$ cat config.mk
export PLATFORM = sky130hd
export DESIGN_NAME = wfr_wakeup_nmi_ctrl
export DESIGN_NICKNAME = d
export VERILOG_FILES = /design/src/verilog/wfr_pkg.sv /design/src/verilog/wfr_vector_mem.sv /design/src/verilog/wfr_wakeup_nmi_ctrl.sv
export VERILOG_INCLUDE_DIRS = /design/src /design/src/verilog
export SDC_FILE = /design/constraint.sdc
export NUM_CORES = 1
export LEC_CHECK = 0
export BUFFER_PORTS_ARGS = -buffer_cell sky130_fd_sc_hd__buf_2
export CAP_MARGIN = 20
export CORE_AREA = 2 2 94 119
export DETAILED_ROUTE_END_ITERATION = 10
export DIE_AREA = 0 0 96 121
export GPL_TIMING_DRIVEN = 0
export MAX_ROUTING_LAYER = met4
export PLACE_DENSITY = 0.86
export SLEW_MARGIN = 30
export SYNTH_ARGS = -nofsm -noshare
export SYNTH_HDL_FRONTEND = slang
export SYNTH_SLANG_ARGS = --single-unit
$ cat constraint.sdc
create_clock -name sys_clk -period 4.7 [get_ports sys_clk]
set_clock_uncertainty 0.05 [all_clocks]
set_input_delay 0.47 -clock sys_clk [delete_from_list [all_inputs] [get_ports sys_clk]]
set_output_delay 0.47 -clock sys_clk [all_outputs]
set_load 0.02 [all_outputs]
$ cat src/verilog/wfr_consts.svh
/*
 * Offsets, field positions, reset values and counts of the wake-up flag,
 * reset entry and non-maskable edge block.
 * Assumes inclusion by bare name from the block's package and modules.
 */
`ifndef WFR_CONSTS_SVH
`define WFR_CONSTS_SVH

// ----------------------------------------------------------------------
// register word indices (byte address = index * 4)
// ----------------------------------------------------------------------
`define WFR_IDX_FLAGS     6'h00
`define WFR_IDX_CONFIG    6'h01
`define WFR_IDX_EVSTAT    6'h02
`define WFR_IDX_EVMASK    6'h03
`define WFR_IDX_CORE      6'h04
`define WFR_IDX_VECTOR    6'h05

// ----------------------------------------------------------------------
// field positions
// ----------------------------------------------------------------------
`define WFR_CFG_MODE_LSB  0
`define WFR_CFG_EDGE_LSB  8
`define WFR_CFG_NMIEDGE   16
`define WFR_CFG_WAKEEN    17
`define WFR_EV_WAKE       0
`define WFR_EV_NMI        1
`define WFR_EV_BOOT       2
`define WFR_CORE_IBIT     0
`define WFR_CORE_RUN      1
`define WFR_CORE_PC_LSB   16
`define WFR_VEC_ADDR_LSB  8

// ----------------------------------------------------------------------
// widths, reset values, vector location
// ----------------------------------------------------------------------
`define WFR_NWAKE         6
`define WFR_NEXT          4
`define WFR_NEV           3
`define WFR_RSVD_ONES     2'h3
`define WFR_FLAGS_RST     6'h00
`define WFR_IBIT_RST      1'h1
`define WFR_VEC_HI_ADDR   4'h0
`define WFR_VEC_LO_ADDR   4'h1
`define WFR_MEM_DEPTH     16

`endif

$ cat src/verilog/wfr_pkg.sv
/*
 * Types of the wake-up flag, reset entry and non-maskable edge block.
 * Assumes the constants header sits beside it.
 */
`include "wfr_consts.svh"

package wfr_pkg;

    // ------------------------------------------------------------------
    // reset exception sequence
    // ------------------------------------------------------------------
    typedef enum logic [1:0] {
        SEQ_MASK = 2'b00,
        SEQ_HI   = 2'b01,
        SEQ_LO   = 2'b10,
        SEQ_RUN  = 2'b11
    } wfr_seq_t;

    // ------------------------------------------------------------------
    // software configuration
    // ------------------------------------------------------------------
    typedef struct packed {
        logic [`WFR_NWAKE-1:0] portMode;
        logic [`WFR_NWAKE-1:0] edgeSel;
        logic                  nmiEdge;
        logic                  wakeEn;
    } wfr_cfg_t;

    // ------------------------------------------------------------------
    // whole state of the top module
    // ------------------------------------------------------------------
    typedef struct packed {
        logic                  ack;
        logic [31:0]           rdata;
        logic [`WFR_NWAKE-1:0] flags;
        wfr_cfg_t              cfg;
        logic [`WFR_NEV-1:0]   evStat;
        logic [`WFR_NEV-1:0]   evMask;
        logic                  iBit;
        wfr_seq_t              seq;
        logic [7:0]            vecHi;
        logic [15:0]           pc;
        logic                  pcLoad;
        logic                  nmiPend;
        logic [`WFR_NWAKE-1:0] wS1;
        logic [`WFR_NWAKE-1:0] wS2;
        logic [`WFR_NWAKE-1:0] wS3;
        logic [2:0]            nS;
        logic [`WFR_NEXT-1:0]  xS1;
        logic [`WFR_NEXT-1:0]  xS2;
    } wfr_state_t;

endpackage : wfr_pkg

$ cat src/verilog/wfr_vector_mem.sv
/*
 * Small byte memory holding the start vector, written from the register
 * bus, read with a registered output.
 * Assumes one clock; contents are not cleared by reset so a vector
 * loaded once survives every later reset.
 */
`timescale 1ns/1ps
`include "wfr_consts.svh"

module wfr_vector_mem (
    input  wire logic       sys_clk,
    input  wire logic       wrEn,
    input  wire logic [3:0] wrAddr,
    input  wire logic [7:0] wrData,
    input  wire logic [3:0] rdAddr,
    output logic      [7:0] rdData
);
    logic [7:0] mem [`WFR_MEM_DEPTH];

    always_ff @(posedge sys_clk) begin
        if (wrEn) begin
            mem[wrAddr] <= wrData;
        end
        rdData <= mem[rdAddr];
    end

endmodule : wfr_vector_mem

$ cat src/verilog/wfr_wakeup_nmi_ctrl.sv
/*
 * Wake-up request flags, reset exception entry and non-maskable edge
 * detector, with an Avalon-MM register slave and an event interrupt.
 * Assumes pins are asynchronous to sys_clk and that sys_rst is the
 * device reset pin already inverted to active high.
 */
// The Avalon-MM interface to the registers and the register offsets were left to the implementer.
`timescale 1ns/1ps
`include "wfr_consts.svh"

// Function
// upper two flag bits always read one
// flag sets on selected edge, interrupt pin
// flag clears only by writing zero
// flags reset to zero, read-write
// reset halts and initialises all state; the vector memory keeps its contents through reset
// running reset held low ten clocks
// power-up reset held until clock stable
// reset release starts exception sequence
// first step sets interrupt mask bit
// fetch vector 0000-0001 into program counter
// nmi edge chosen by select bit
// nmi highest priority, ignores mask bit
// sources: nmi, four request, six wake
// wake shares vector, per-pin edge, one enable
// pin counts only in interrupt mode
// simultaneous edge and clear keeps flag
module wfr_wakeup_nmi_ctrl (
    input  wire logic                  sys_clk,
    input  wire logic                  sys_rst,
    input  wire logic [7:0]            address,
    input  wire logic                  read,
    input  wire logic                  write,
    input  wire logic [31:0]           writedata,
    input  wire logic [3:0]            byteenable,
    output logic      [31:0]           readdata,
    output logic                       waitrequest,
    input  wire logic [`WFR_NWAKE-1:0] wakePin,
    input  wire logic                  nmiPin,
    input  wire logic [`WFR_NEXT-1:0]  extReqPin,
    input  wire logic                  nmiAck,
    output logic                       nmiReq,
    output logic                       wakeReq,
    output logic [`WFR_NEXT-1:0]       extReqLevel,
    output logic                       cpuRun,
    output logic                       intMask,
    output logic [15:0]                pcOut,
    output logic                       pcLoad,
    output logic                       irq
);
    // ------------------------------------------------------------------
    // state and helpers
    // ------------------------------------------------------------------
    wfr_pkg::wfr_state_t st_r;
    wfr_pkg::wfr_state_t st_nxt;
    logic [7:0]          vecRdata;
    logic [3:0]          vecRdAddr;
    logic                vecWr;

    function automatic logic [31:0] laneMerge(input logic [31:0] oldV,
                                              input logic [31:0] newV,
                                              input logic [3:0]  be);
        logic [31:0] m;
        m = {{8{be[3]}}, {8{be[2]}}, {8{be[1]}}, {8{be[0]}}};
        return (oldV & ~m) | (newV & m);
    endfunction : laneMerge

    function automatic logic [`WFR_NWAKE-1:0] edgeHit(
            input logic [`WFR_NWAKE-1:0] cur,
            input logic [`WFR_NWAKE-1:0] prv,
            input logic [`WFR_NWAKE-1:0] sel);
        // sel one picks the rising edge, zero the falling edge
        return (sel & cur & ~prv) | (~sel & ~cur & prv);
    endfunction : edgeHit

    logic [5:0]  wordIdx;
    logic        acc;
    logic        wrDo;
    logic [31:0] cfgWord;
    logic [31:0] coreWord;
    logic [`WFR_NWAKE-1:0] wakeEdge;
    logic        nmiEdgeHit;

    assign wordIdx = address[7:2];
    assign acc     = read | write;
    assign wrDo    = write & st_r.ack;
    assign vecWr   = wrDo && (wordIdx == `WFR_IDX_VECTOR) && byteenable[0];

    // while the sequence runs the memory port belongs to the vector fetch
    assign vecRdAddr = (st_r.seq == wfr_pkg::SEQ_MASK) ? `WFR_VEC_HI_ADDR
                                                       : `WFR_VEC_LO_ADDR;

    assign cfgWord = {14'h0000, st_r.cfg.wakeEn, st_r.cfg.nmiEdge,
                      2'h0, st_r.cfg.edgeSel, 2'h0, st_r.cfg.portMode};
    assign coreWord = {st_r.pc, 14'h0000, (st_r.seq == wfr_pkg::SEQ_RUN),
                       st_r.iBit};

    // gates the pin through its mode bit
    assign wakeEdge   = edgeHit(st_r.wS2, st_r.wS3, st_r.cfg.edgeSel)
                        & st_r.cfg.portMode; // see see
    assign nmiEdgeHit = st_r.cfg.nmiEdge ? (st_r.nS[1] & ~st_r.nS[2])
                                         : (~st_r.nS[1] & st_r.nS[2]);

    wfr_vector_mem u_vector_mem (
        .sys_clk (sys_clk),
        .wrEn    (vecWr),
        .wrAddr  (writedata[`WFR_VEC_ADDR_LSB +: 4]),
        .wrData  (writedata[7:0]),
        .rdAddr  (vecRdAddr),
        .rdData  (vecRdata)
    );

    // ------------------------------------------------------------------
    // next state
    // ------------------------------------------------------------------
    always_comb begin
        logic [`WFR_NWAKE-1:0] clr;
        logic [`WFR_NEV-1:0]   evSet;
        logic [31:0]           merged;
        clr    = '0;
        evSet  = '0;
        merged = '0;
        st_nxt = st_r;

        // pin synchronisers; edge detectors compare the second and third stages
        st_nxt.wS1 = wakePin;
        st_nxt.wS2 = st_r.wS1;
        st_nxt.wS3 = st_r.wS2;
        st_nxt.nS  = {st_r.nS[1], st_r.nS[0], nmiPin};
        st_nxt.xS1 = extReqPin;
        st_nxt.xS2 = st_r.xS1;

        // bus slave: one wait cycle, read data registered for the ack cycle
        st_nxt.ack = acc & ~st_r.ack;
        if (acc && !st_r.ack) begin
            unique case (wordIdx)
                `WFR_IDX_FLAGS:  st_nxt.rdata = {24'h000000, `WFR_RSVD_ONES,
                                                 st_r.flags}; // see
                `WFR_IDX_CONFIG: st_nxt.rdata = cfgWord;
                `WFR_IDX_EVSTAT: st_nxt.rdata = {29'h0, st_r.evStat};
                `WFR_IDX_EVMASK: st_nxt.rdata = {29'h0, st_r.evMask};
                `WFR_IDX_CORE:   st_nxt.rdata = coreWord;
                default:         st_nxt.rdata = 32'h00000000;
            endcase
        end

        if (wrDo) begin
            unique case (wordIdx)
                `WFR_IDX_FLAGS: begin
                    if (byteenable[0]) begin
                        clr = ~writedata[`WFR_NWAKE-1:0];
                    end
                end
                `WFR_IDX_CONFIG: begin
                    merged = laneMerge(cfgWord, writedata, byteenable);
                    st_nxt.cfg.portMode = merged[`WFR_CFG_MODE_LSB +: `WFR_NWAKE];
                    st_nxt.cfg.edgeSel  = merged[`WFR_CFG_EDGE_LSB +: `WFR_NWAKE];
                    st_nxt.cfg.nmiEdge  = merged[`WFR_CFG_NMIEDGE];
                    st_nxt.cfg.wakeEn   = merged[`WFR_CFG_WAKEEN];
                end
                `WFR_IDX_EVSTAT: begin
                    if (byteenable[0]) begin
                        st_nxt.evStat = st_r.evStat & ~writedata[`WFR_NEV-1:0];
                    end
                end
                `WFR_IDX_EVMASK: begin
                    if (byteenable[0]) begin
                        st_nxt.evMask = writedata[`WFR_NEV-1:0];
                    end
                end
                `WFR_IDX_CORE: begin
                    if (byteenable[0] && st_r.seq == wfr_pkg::SEQ_RUN) begin
                        st_nxt.iBit = writedata[`WFR_CORE_IBIT];
                    end
                end
                default: begin
                end
            endcase
        end

        // set after clear, so an edge in the clearing cycle survives
        st_nxt.flags = (st_r.flags & ~clr) | wakeEdge; // see

        // reset exception: mask, fetch high byte, fetch low byte, run
        st_nxt.pcLoad = 1'b0;
        unique case (st_r.seq)
            wfr_pkg::SEQ_MASK: begin
                st_nxt.iBit = 1'b1; // see
                st_nxt.seq  = wfr_pkg::SEQ_HI;
            end
            wfr_pkg::SEQ_HI: begin
                st_nxt.vecHi = vecRdata;
                st_nxt.seq   = wfr_pkg::SEQ_LO;
            end
            wfr_pkg::SEQ_LO: begin
                st_nxt.pc     = {st_r.vecHi, vecRdata};
                st_nxt.pcLoad = 1'b1;
                st_nxt.seq    = wfr_pkg::SEQ_RUN;
                evSet[`WFR_EV_BOOT] = 1'b1;
            end
            wfr_pkg::SEQ_RUN: begin
            end
        endcase

        // no nmi is taken until the sequence has handed over to the core
        if (nmiAck) begin
            st_nxt.nmiPend = 1'b0;
        end
        if (nmiEdgeHit && st_r.seq == wfr_pkg::SEQ_RUN) begin
            st_nxt.nmiPend = 1'b1;
            evSet[`WFR_EV_NMI] = 1'b1;
        end
        evSet[`WFR_EV_WAKE] = |wakeEdge;
        st_nxt.evStat = st_nxt.evStat | evSet;
    end

    // ------------------------------------------------------------------
    // registers; the async reset is the device reset pin
    // ------------------------------------------------------------------
    always_ff @(posedge sys_clk or posedge sys_rst) begin
        if (sys_rst) begin
            st_r       <= '0;
            st_r.flags <= `WFR_FLAGS_RST;
            st_r.iBit  <= `WFR_IBIT_RST;
            st_r.seq   <= wfr_pkg::SEQ_MASK;
            // wake and nmi synchronisers start at the pins' pulled-up idle level, else
            // the first edges after reset would see a false rising edge
            st_r.wS1   <= '1;
            st_r.wS2   <= '1;
            st_r.wS3   <= '1;
            st_r.nS    <= '1;
        end else begin
            st_r <= st_nxt;
        end
    end

    // ------------------------------------------------------------------
    // outputs
    // ------------------------------------------------------------------
    assign readdata    = st_r.rdata;
    assign waitrequest = acc & ~st_r.ack;
    assign nmiReq      = st_r.nmiPend;
    assign wakeReq     = (|st_r.flags) & st_r.cfg.wakeEn & ~st_r.iBit;
    assign extReqLevel = st_r.xS2;
    assign cpuRun      = (st_r.seq == wfr_pkg::SEQ_RUN);
    assign intMask     = st_r.iBit;
    assign pcOut       = st_r.pc;
    assign pcLoad      = st_r.pcLoad;
    assign irq         = |(st_r.evStat & st_r.evMask);
endmodule : wfr_wakeup_nmi_ctrl
==> results.sh, run 1 <==
export IMPL_die_h_um=121
export IMPL_gp_congestion=0.860
export IMPL_fmax_mhz=388
export IMPL_grt_pass1_wl_um=18000
export IMPL_postRouteAntennaNets=0
export IMPL_post_cts_repair_setup_buffers=0
export IMPL_ir_worst_vdd_mv=0.282
export IMPL_synth_xor_area_share_pct=0
export IMPL_finalNetCount=615
export IMPL_path_cells="o21bai_1 > inv_1 > buf_1 > buf_2"
export IMPL_antenna_found_initial=0
export IMPL_area_growth_pct=23.9
export IMPL_clk_pin_slew_ns=0.06
export IMPL_synth_fa_ha_area_share_pct=0.904
export IMPL_yosysSeqAreaShare_pct=63.6
export IMPL_holdCritPathClass="primary input to async pin"
export IMPL_synthSimpleGateAreaFrac_pct=9.92
export IMPL_synthCells=432
export IMPL_drv_slew=0
export IMPL_synth_compound_area_share_pct=5.33
export IMPL_max_stage_delay_ns=0.48
export IMPL_ys_ff_latch=138
export IMPL_syn_area_um2=5540
export IMPL_clock_latency_ns=0.41
export IMPL_avgRoutedWirePerCell_um=16.6
export IMPL_dieArea_um2=11600
export IMPL_relSlewSlack_pct=52.3
export IMPL_avgSynthCellArea_um2=12.8
export IMPL_drive_gt1_share_pct=47.2
export IMPL_critPathBufInv=3
export IMPL_setup_tns_ns=0
export IMPL_final_cell_mix="98 x buf_2, 92 x dfrtp_1, 68 x nand2_1"
export IMPL_muxShareOfSynthArea_pct=11.7
export IMPL_end_kind="output pin"
export IMPL_critPathKind="flop to output pin"
export IMPL_synth_top_family_by_area="multiplexers"
export IMPL_required_ns=4.18
export IMPL_vias=3761
export IMPL_period_share_pct=54.8
export IMPL_drt_pre_antenna_iters=7
export IMPL_gr_usage_all_layers_pct=21.7
export IMPL_clock_path_buffers=2
export IMPL_drc=0
export IMPL_via_per_inst=5.40
export IMPL_cts_made_buffers=17
export IMPL_setup_viol=0
export IMPL_reg2reg_from="st_r[55]"
export IMPL_diodes=0
export IMPL_port_buffers=96
export IMPL_cp_startpoint="st_r[116]"
export IMPL_startpoint_type="flop"
export IMPL_wirelength_um=11600
export IMPL_cts_hold_buf=0
export IMPL_worstPathArrival_ns=2.06
export IMPL_crit_end="waitrequest"
export IMPL_rsz0062_at_grt="no"
export IMPL_path_max_fanout=11
export IMPL_drtIter0Drc=320
export IMPL_crit_slowest_cell="buf_1"
export IMPL_final_hold_violation_count=0
export IMPL_ctsResizeCount=0
export IMPL_yosys_warnings=0
export IMPL_grt_max_degree=65
export IMPL_cts_tree="built"
export IMPL_powerDensity_nw_per_um2=404
export IMPL_layout_commonest_cell="buf_2"
export IMPL_reg2regPathDepth=5
export IMPL_rrSetupSlack_ns=2.55
export IMPL_clock_sinks=138
export IMPL_core_um2=10500
export IMPL_hpwlAfterDp_um=8380
export IMPL_crit_family="buffers and inverters"
export IMPL_grt_ovfl_total=0
export IMPL_fp_dieW_um=96
export IMPL_path_depth=4
export IMPL_grt_pass1_vias=3711
export IMPL_cap_viol_max_count=0
export IMPL_timing_rr_end="pcOut[4]"
export IMPL_start_util_pct=53.0
export IMPL_stdcell_count=696
export IMPL_tightestPinTransition_ns=0.708
export IMPL_status="complete, no violations"
export IMPL_cts_root_buffer="clkbuf_16"
export IMPL_ios=119
export IMPL_finalCriticalPeriod_ns=2.58
export IMPL_p_leak_nw=3.23
export IMPL_ys_types=41
export IMPL_core_rowCount=42
export IMPL_h_tree_depth=4
export IMPL_dp_cells=664
## metal layers
metal | part of all wire (%) | track usage, % | vias up
li1 | - | - | 1690
met1 | 38 | 23.6 | 1866
met2 | 53 | 35.9 | 165
met3 | 5.8 | 5.84 | 40
met4 | 3.8 | 11.3 | 0
met5 | 0 | - | -
## worst min path at each step
stage	end	cells after the start	start
floorplan	extReqLevel[0]	0	st_nxt[0]
global placement	extReqLevel[1]	0	st_nxt[1]
CTS	pcOut[3]	2	sys_rst
detailed placement	extReqLevel[1]	0	st_nxt[1]
finish	pcOut[3]	2	sys_rst
global route	st_nxt[21]	1	wakePin[4]
## cells by family after synthesis
kind of cell,count (synthesis)
and+or+nand+nor,113
adders and majority gates,4
muxes,55
other,1
buffers and inverters,73
AOI/OAI and AO/OA,48
DFF,138
## per-stage QoR
stage / instance area (µm²) / setup slack, ns / total power, W / utilization [%] / hold slack (ns)
after floorplan: 5540 / 1.20 / 0.00137 / - / 0.281
after global placement: 6190 / 0.0618 / 0.00143 / 59.2 / 0.284
after detailed placement: 6240 / 2.08 / 0.00144 / 59.7 / 0.287
after CTS: 6870 / 2.14 / 0.00279 / 65.6 / 0.0873
after global routing: 6870 / 2.01 / 0.00286 / 65.6 / 0.0846
final: 6870 / 2.12 / 0.00277 / 65.6 / 0.0717
## cell usage after synthesis, drive strengths merged
cell type / number / area share (%)
dfrtp: 92 / 42
nand2: 68 / 4.6
buf: 53 / 7.1
mux2: 50 / 10
o21ai: 30 / 2.7
dfstp: 22 / 10
edfxtp: 16 / 8.7
clkbuf: 11 / 0.75
nor2: 10 / 0.68
inv: 9 / 0.61
dfxtp: 8 / 2.9
nand3: 7 / 0.63
nor4: 6 / 0.79
a22oi: 5 / 0.68
ha: 4 / 0.90
nor3: 4 / 0.36
or4: 4 / 0.68
mux4: 3 / 1.2
nand4b: 3 / 0.47
nand4bb: 3 / 0.61
nor3b: 3 / 0.41
a21bo: 2 / 0.36
a21o: 2 / 0.27
a22o: 2 / 0.32
a32oi: 2 / 0.32
mux2i: 2 / 0.36
nand2b: 2 / 0.23
a2111oi: 1 / 0.16
a21oi: 1 / 0.090
a222oi: 1 / 0.18
conb: 1 / 0.068
nand4: 1 / 0.11
nor4b: 1 / 0.16
o21bai: 1 / 0.14
o22ai: 1 / 0.11
or4b: 1 / 0.18
## worst register-to-register path, stage by stage (launching register included)
cell,delay (ns)
dfrtp_1,0.41
inv_1,0.12
ha_1,0.19
clkbuf_1,0.35
clkbuf_1,0.51
mux2_2,0.41
## cell type report
cell class              instances  area [µm²]
multi-input cells             222        1570
well taps                     132         165
clock buffers                  21         492
fillers                       752        3590
inverters                       9        38.8
plain buffers                  64         435
repair buffers                 99         518
clock inverters                11         130
flip-flops and latches        138        3520
## power by group
part	switching, W	leakage [nW]	internal (W)	total, W
Sequential	0.0000218	1.59	0.00125	0.00127
Clock	0.000494	0.302	0.000861	0.00136
Combinational	0.0000928	1.33	0.0000561	0.000149
No activity file was read; power rests on OpenSTA's default activity.
==> run 2, diff against run 1 <==
--- a/config.mk
+++ b/config.mk
@@ -6,14 +6,15 @@
 export SDC_FILE = /design/constraint.sdc
 export NUM_CORES = 1
 export LEC_CHECK = 0
+export ABC_AREA = 1
 export BUFFER_PORTS_ARGS = -buffer_cell sky130_fd_sc_hd__buf_2
 export CAP_MARGIN = 20
-export CORE_AREA = 2 2 94 119
+export CORE_AREA = 2 2 100 126
 export DETAILED_ROUTE_END_ITERATION = 10
-export DIE_AREA = 0 0 96 121
+export DIE_AREA = 0 0 102 128
 export GPL_TIMING_DRIVEN = 0
 export MAX_ROUTING_LAYER = met4
-export PLACE_DENSITY = 0.86
+export PLACE_DENSITY = 0.82
 export SLEW_MARGIN = 30
 export SYNTH_ARGS = -nofsm -noshare
 export SYNTH_HDL_FRONTEND = slang
==> constraint.sdc (replaced) <==
create_clock -name sys_clk -period 2.35 [get_ports sys_clk]
set_clock_uncertainty 0.05 [all_clocks]
set_input_delay 0.235 -clock sys_clk [delete_from_list [all_inputs] [get_ports sys_clk]]
set_output_delay 0.235 -clock sys_clk [all_outputs]
set_load 0.02 [all_outputs]
==> results.sh, run 2 <==
export IMPL_worstPathArrival_ns=2.01
export IMPL_diodes=0
export IMPL_yosysSeqAreaShare_pct=62.3
export IMPL_critPathKind="flop to flop"
export IMPL_yosys_warnings=0
export IMPL_period_share_pct=85.8
export IMPL_cts_root_buffer="clkbuf_16"
export IMPL_synth_top_cell_by_area="dfrtp_1"
export IMPL_finalCriticalPeriod_ns=2.02
export IMPL_synth_edf_count=16
export IMPL_clock_latency_ns=0.41
export IMPL_via_per_inst=4.78
export IMPL_gr_usage_all_layers_pct=20.1
export IMPL_final_cell_mix="124 x nand2_1, 102 x buf_2, 92 x dfrtp_1"
export IMPL_drive_gt1_share_pct=33.8
export IMPL_avgSynthCellArea_um2=10.3
export IMPL_synthCells=546
export IMPL_area_growth_pct=27.3
export IMPL_grt_pass1_vias=4057
export IMPL_powerDensity_nw_per_um2=760
export IMPL_setup_viol=0
export IMPL_core_rowCount=45
export IMPL_final_hold_violation_count=0
export IMPL_p_switching_w=0.00125
export IMPL_clk_pin_slew_ns=0.06
export IMPL_postRouteAntennaNets=0
export IMPL_h_tree_depth=4
export IMPL_stdcell_count=860
export IMPL_clock_sinks=138
export IMPL_timing_final_ws_setup_ns=0.334
export IMPL_pre_cts_ws_ns=0.333
export IMPL_start_util_pct=47.3
export IMPL_cts_tree="built"
export IMPL_drt_pre_antenna_iters=5
export IMPL_rsz0062_at_grt="no"
export IMPL_wirelength_um=11900
export IMPL_layout_commonest_cell="nand2_1"
export IMPL_status="complete, no violations"
export IMPL_switching_share_pct=22.9
export IMPL_grt_ovfl_total=0
export IMPL_cap_viol_max_count=0
export IMPL_grt_max_degree=33
export IMPL_tightestPinTransition_ns=0.682
export IMPL_yosysMostFrequentCell="nand2_1"
export IMPL_startpoint_type="flop"
export IMPL_required_ns=2.34
export IMPL_hpwlAfterDp_um=8930
export IMPL_port_buffers=97
export IMPL_ir_worst_vdd_mv=0.492
export IMPL_fp_dieW_um=102
export IMPL_ys_ff_latch=138
export IMPL_p_leak_nw=3.57
export IMPL_gp_congestion=0.868
export IMPL_ys_types=33
export IMPL_post_cts_repair_setup_buffers=0
export IMPL_holdCritPathClass="primary input to flop"
export IMPL_end_kind="flop"
export IMPL_internal_power_w=0.00421
export IMPL_ios=119
export IMPL_core_um2=11900
export IMPL_avgRoutedWirePerCell_um=13.8
export IMPL_clock_path_buffers=2
export IMPL_synth_common_cells="124 x nand2_1, 92 x dfrtp_1, 52 x buf_4"
export IMPL_p_clk_share_pct=47.5
export IMPL_ys_flop_type="dfrtp_1"
export IMPL_path_max_fanout=9
export IMPL_vias=4113
export IMPL_relSlewSlack_pct=54.4
export IMPL_setup_tns_ns=0
export IMPL_finalNetCount=747
export IMPL_drv_slew=0
export IMPL_p_seq_share_pct=46.3
export IMPL_drtIter0Drc=302
export IMPL_fmax_mhz=496
export IMPL_dieArea_um2=13100
export IMPL_fill_cells=989
export IMPL_syn_area_um2=5650
export IMPL_die_h_um=128
export IMPL_drc=0
export IMPL_pwr_share_comb_pct=6.2
export IMPL_antenna_found_initial=0
export IMPL_synth_top_area_share_pct=40.8
export IMPL_synth_area_top_cells="dfrtp_1 41%, dfstp_2 10%, edfxtp_1 8.5%"
export IMPL_cts_made_buffers=17
export IMPL_grt_pass1_wl_um=19400
export IMPL_dp_cells=812
export IMPL_synthArstFlopShare_pct=82.6
==> run 2: changes by cell type after synthesis, moves of 5 or more <==
cell,change
o21ai_0,+13
buf_2,+5
a21oi_1,+19
nand2_1,+56
o31ai_1,+15
clkbuf_1,-6
inv_1,+41
nor2_4,+6
mux2_2,-42
nand3b_1,+6
nor2_1,+22
a22oi_1,-5
==> run 2: repair_timing <==
action / in CTS / in global routing
hold buffers: 16 / 0
endpoints found under the hold margin: 30 / 0
gates resized for setup: 0 / 0
==> run 2: final timing paths <==
kind | startpoint | end | slack, ns | cells past startpoint
worst max-delay path | st_r[116] | u_vector_mem.mem[1][0] | 0.33 | 4
worst min-delay path | writedata[17] | flop | 0.01 | 3
worst max register to register | st_r[116] | u_vector_mem.mem[1][0] | 0.33 | 4
worst min register to register | st_nxt[3] | extReqLevel[3] | 0.30 | 0
max in group asynchronous | sys_rst | intMask | 1.18 | 5
min in group asynchronous | sys_rst | st_r[80] | 0.35 | 3
==> run 2: critical path, cell delays in order, from the launching register on <==
cell and delay, ns:
dfrtp_1 0.42, nand3_2 0.23, inv_1 0.24, nand4_1 0.14, nor2_1 0.56
==> run 2: cells by family after synthesis <==
kind of cell,synth area share [%]
AND/OR/NAND/NOR,15.4
multiplexers,1.60
adder cells (fa/ha/maj),0.886
AO/OA/AOI/OAI,8.35
buffers and inverters,11.3
flip-flops,62.3
other,0.0664
==> run 2: cell type report <==
| class | instances | area, µm² | share of cell area (%) |
|---|---|---|---|
| plain buffers | 63 | 445 | 6.19 |
| clock buffers | 21 | 482 | 6.70 |
| clock inverters | 11 | 109 | 1.51 |
| inverters | 52 | 199 | 2.77 |
| multi-input cells | 294 | 1490 | 20.7 |
| flip-flops and latches | 138 | 3520 | 49.0 |
| well taps | 164 | 205 | 2.85 |
| repair buffers | 117 | 741 | 10.3 |
==> run 2: routing by layer <==
metal  up-vias  GRT usage, %  wire [µm]
met5         -             -          0
met4         0          8.16        197
met3        19          4.09        521
met2       131          35.0       6570
met1      1969          22.4       4620
li1       1994             -          -
==> run 2: power by group through the flow <==
stage | Clock, W | Sequential (W) | Combinational (W)
2_1_floorplan | 0 | 0.00257 | 0.000186
3_3_place_gp | 0 | 0.00257 | 0.000290
3_5_place_dp | 0 | 0.00257 | 0.000319
4_1_cts | 0.00264 | 0.00253 | 0.000343
5_1_grt | 0.00275 | 0.00254 | 0.000375
6_report | 0.00260 | 0.00253 | 0.000339
==> run 2: metrics by stage <==
stage	area (µm²)	hold WS (ns)	total power [W]	util, %
5_1_grt	7190	0.0170	0.00566	60.3
2_1_floorplan	5660	0.189	0.00275	-
6_report	7190	0.0143	0.00547	60.3
3_3_place_gp	6350	0.288	0.00286	53.2
3_5_place_dp	6440	0.236	0.00289	54.0
4_1_cts	7190	0.00710	0.00551	60.3
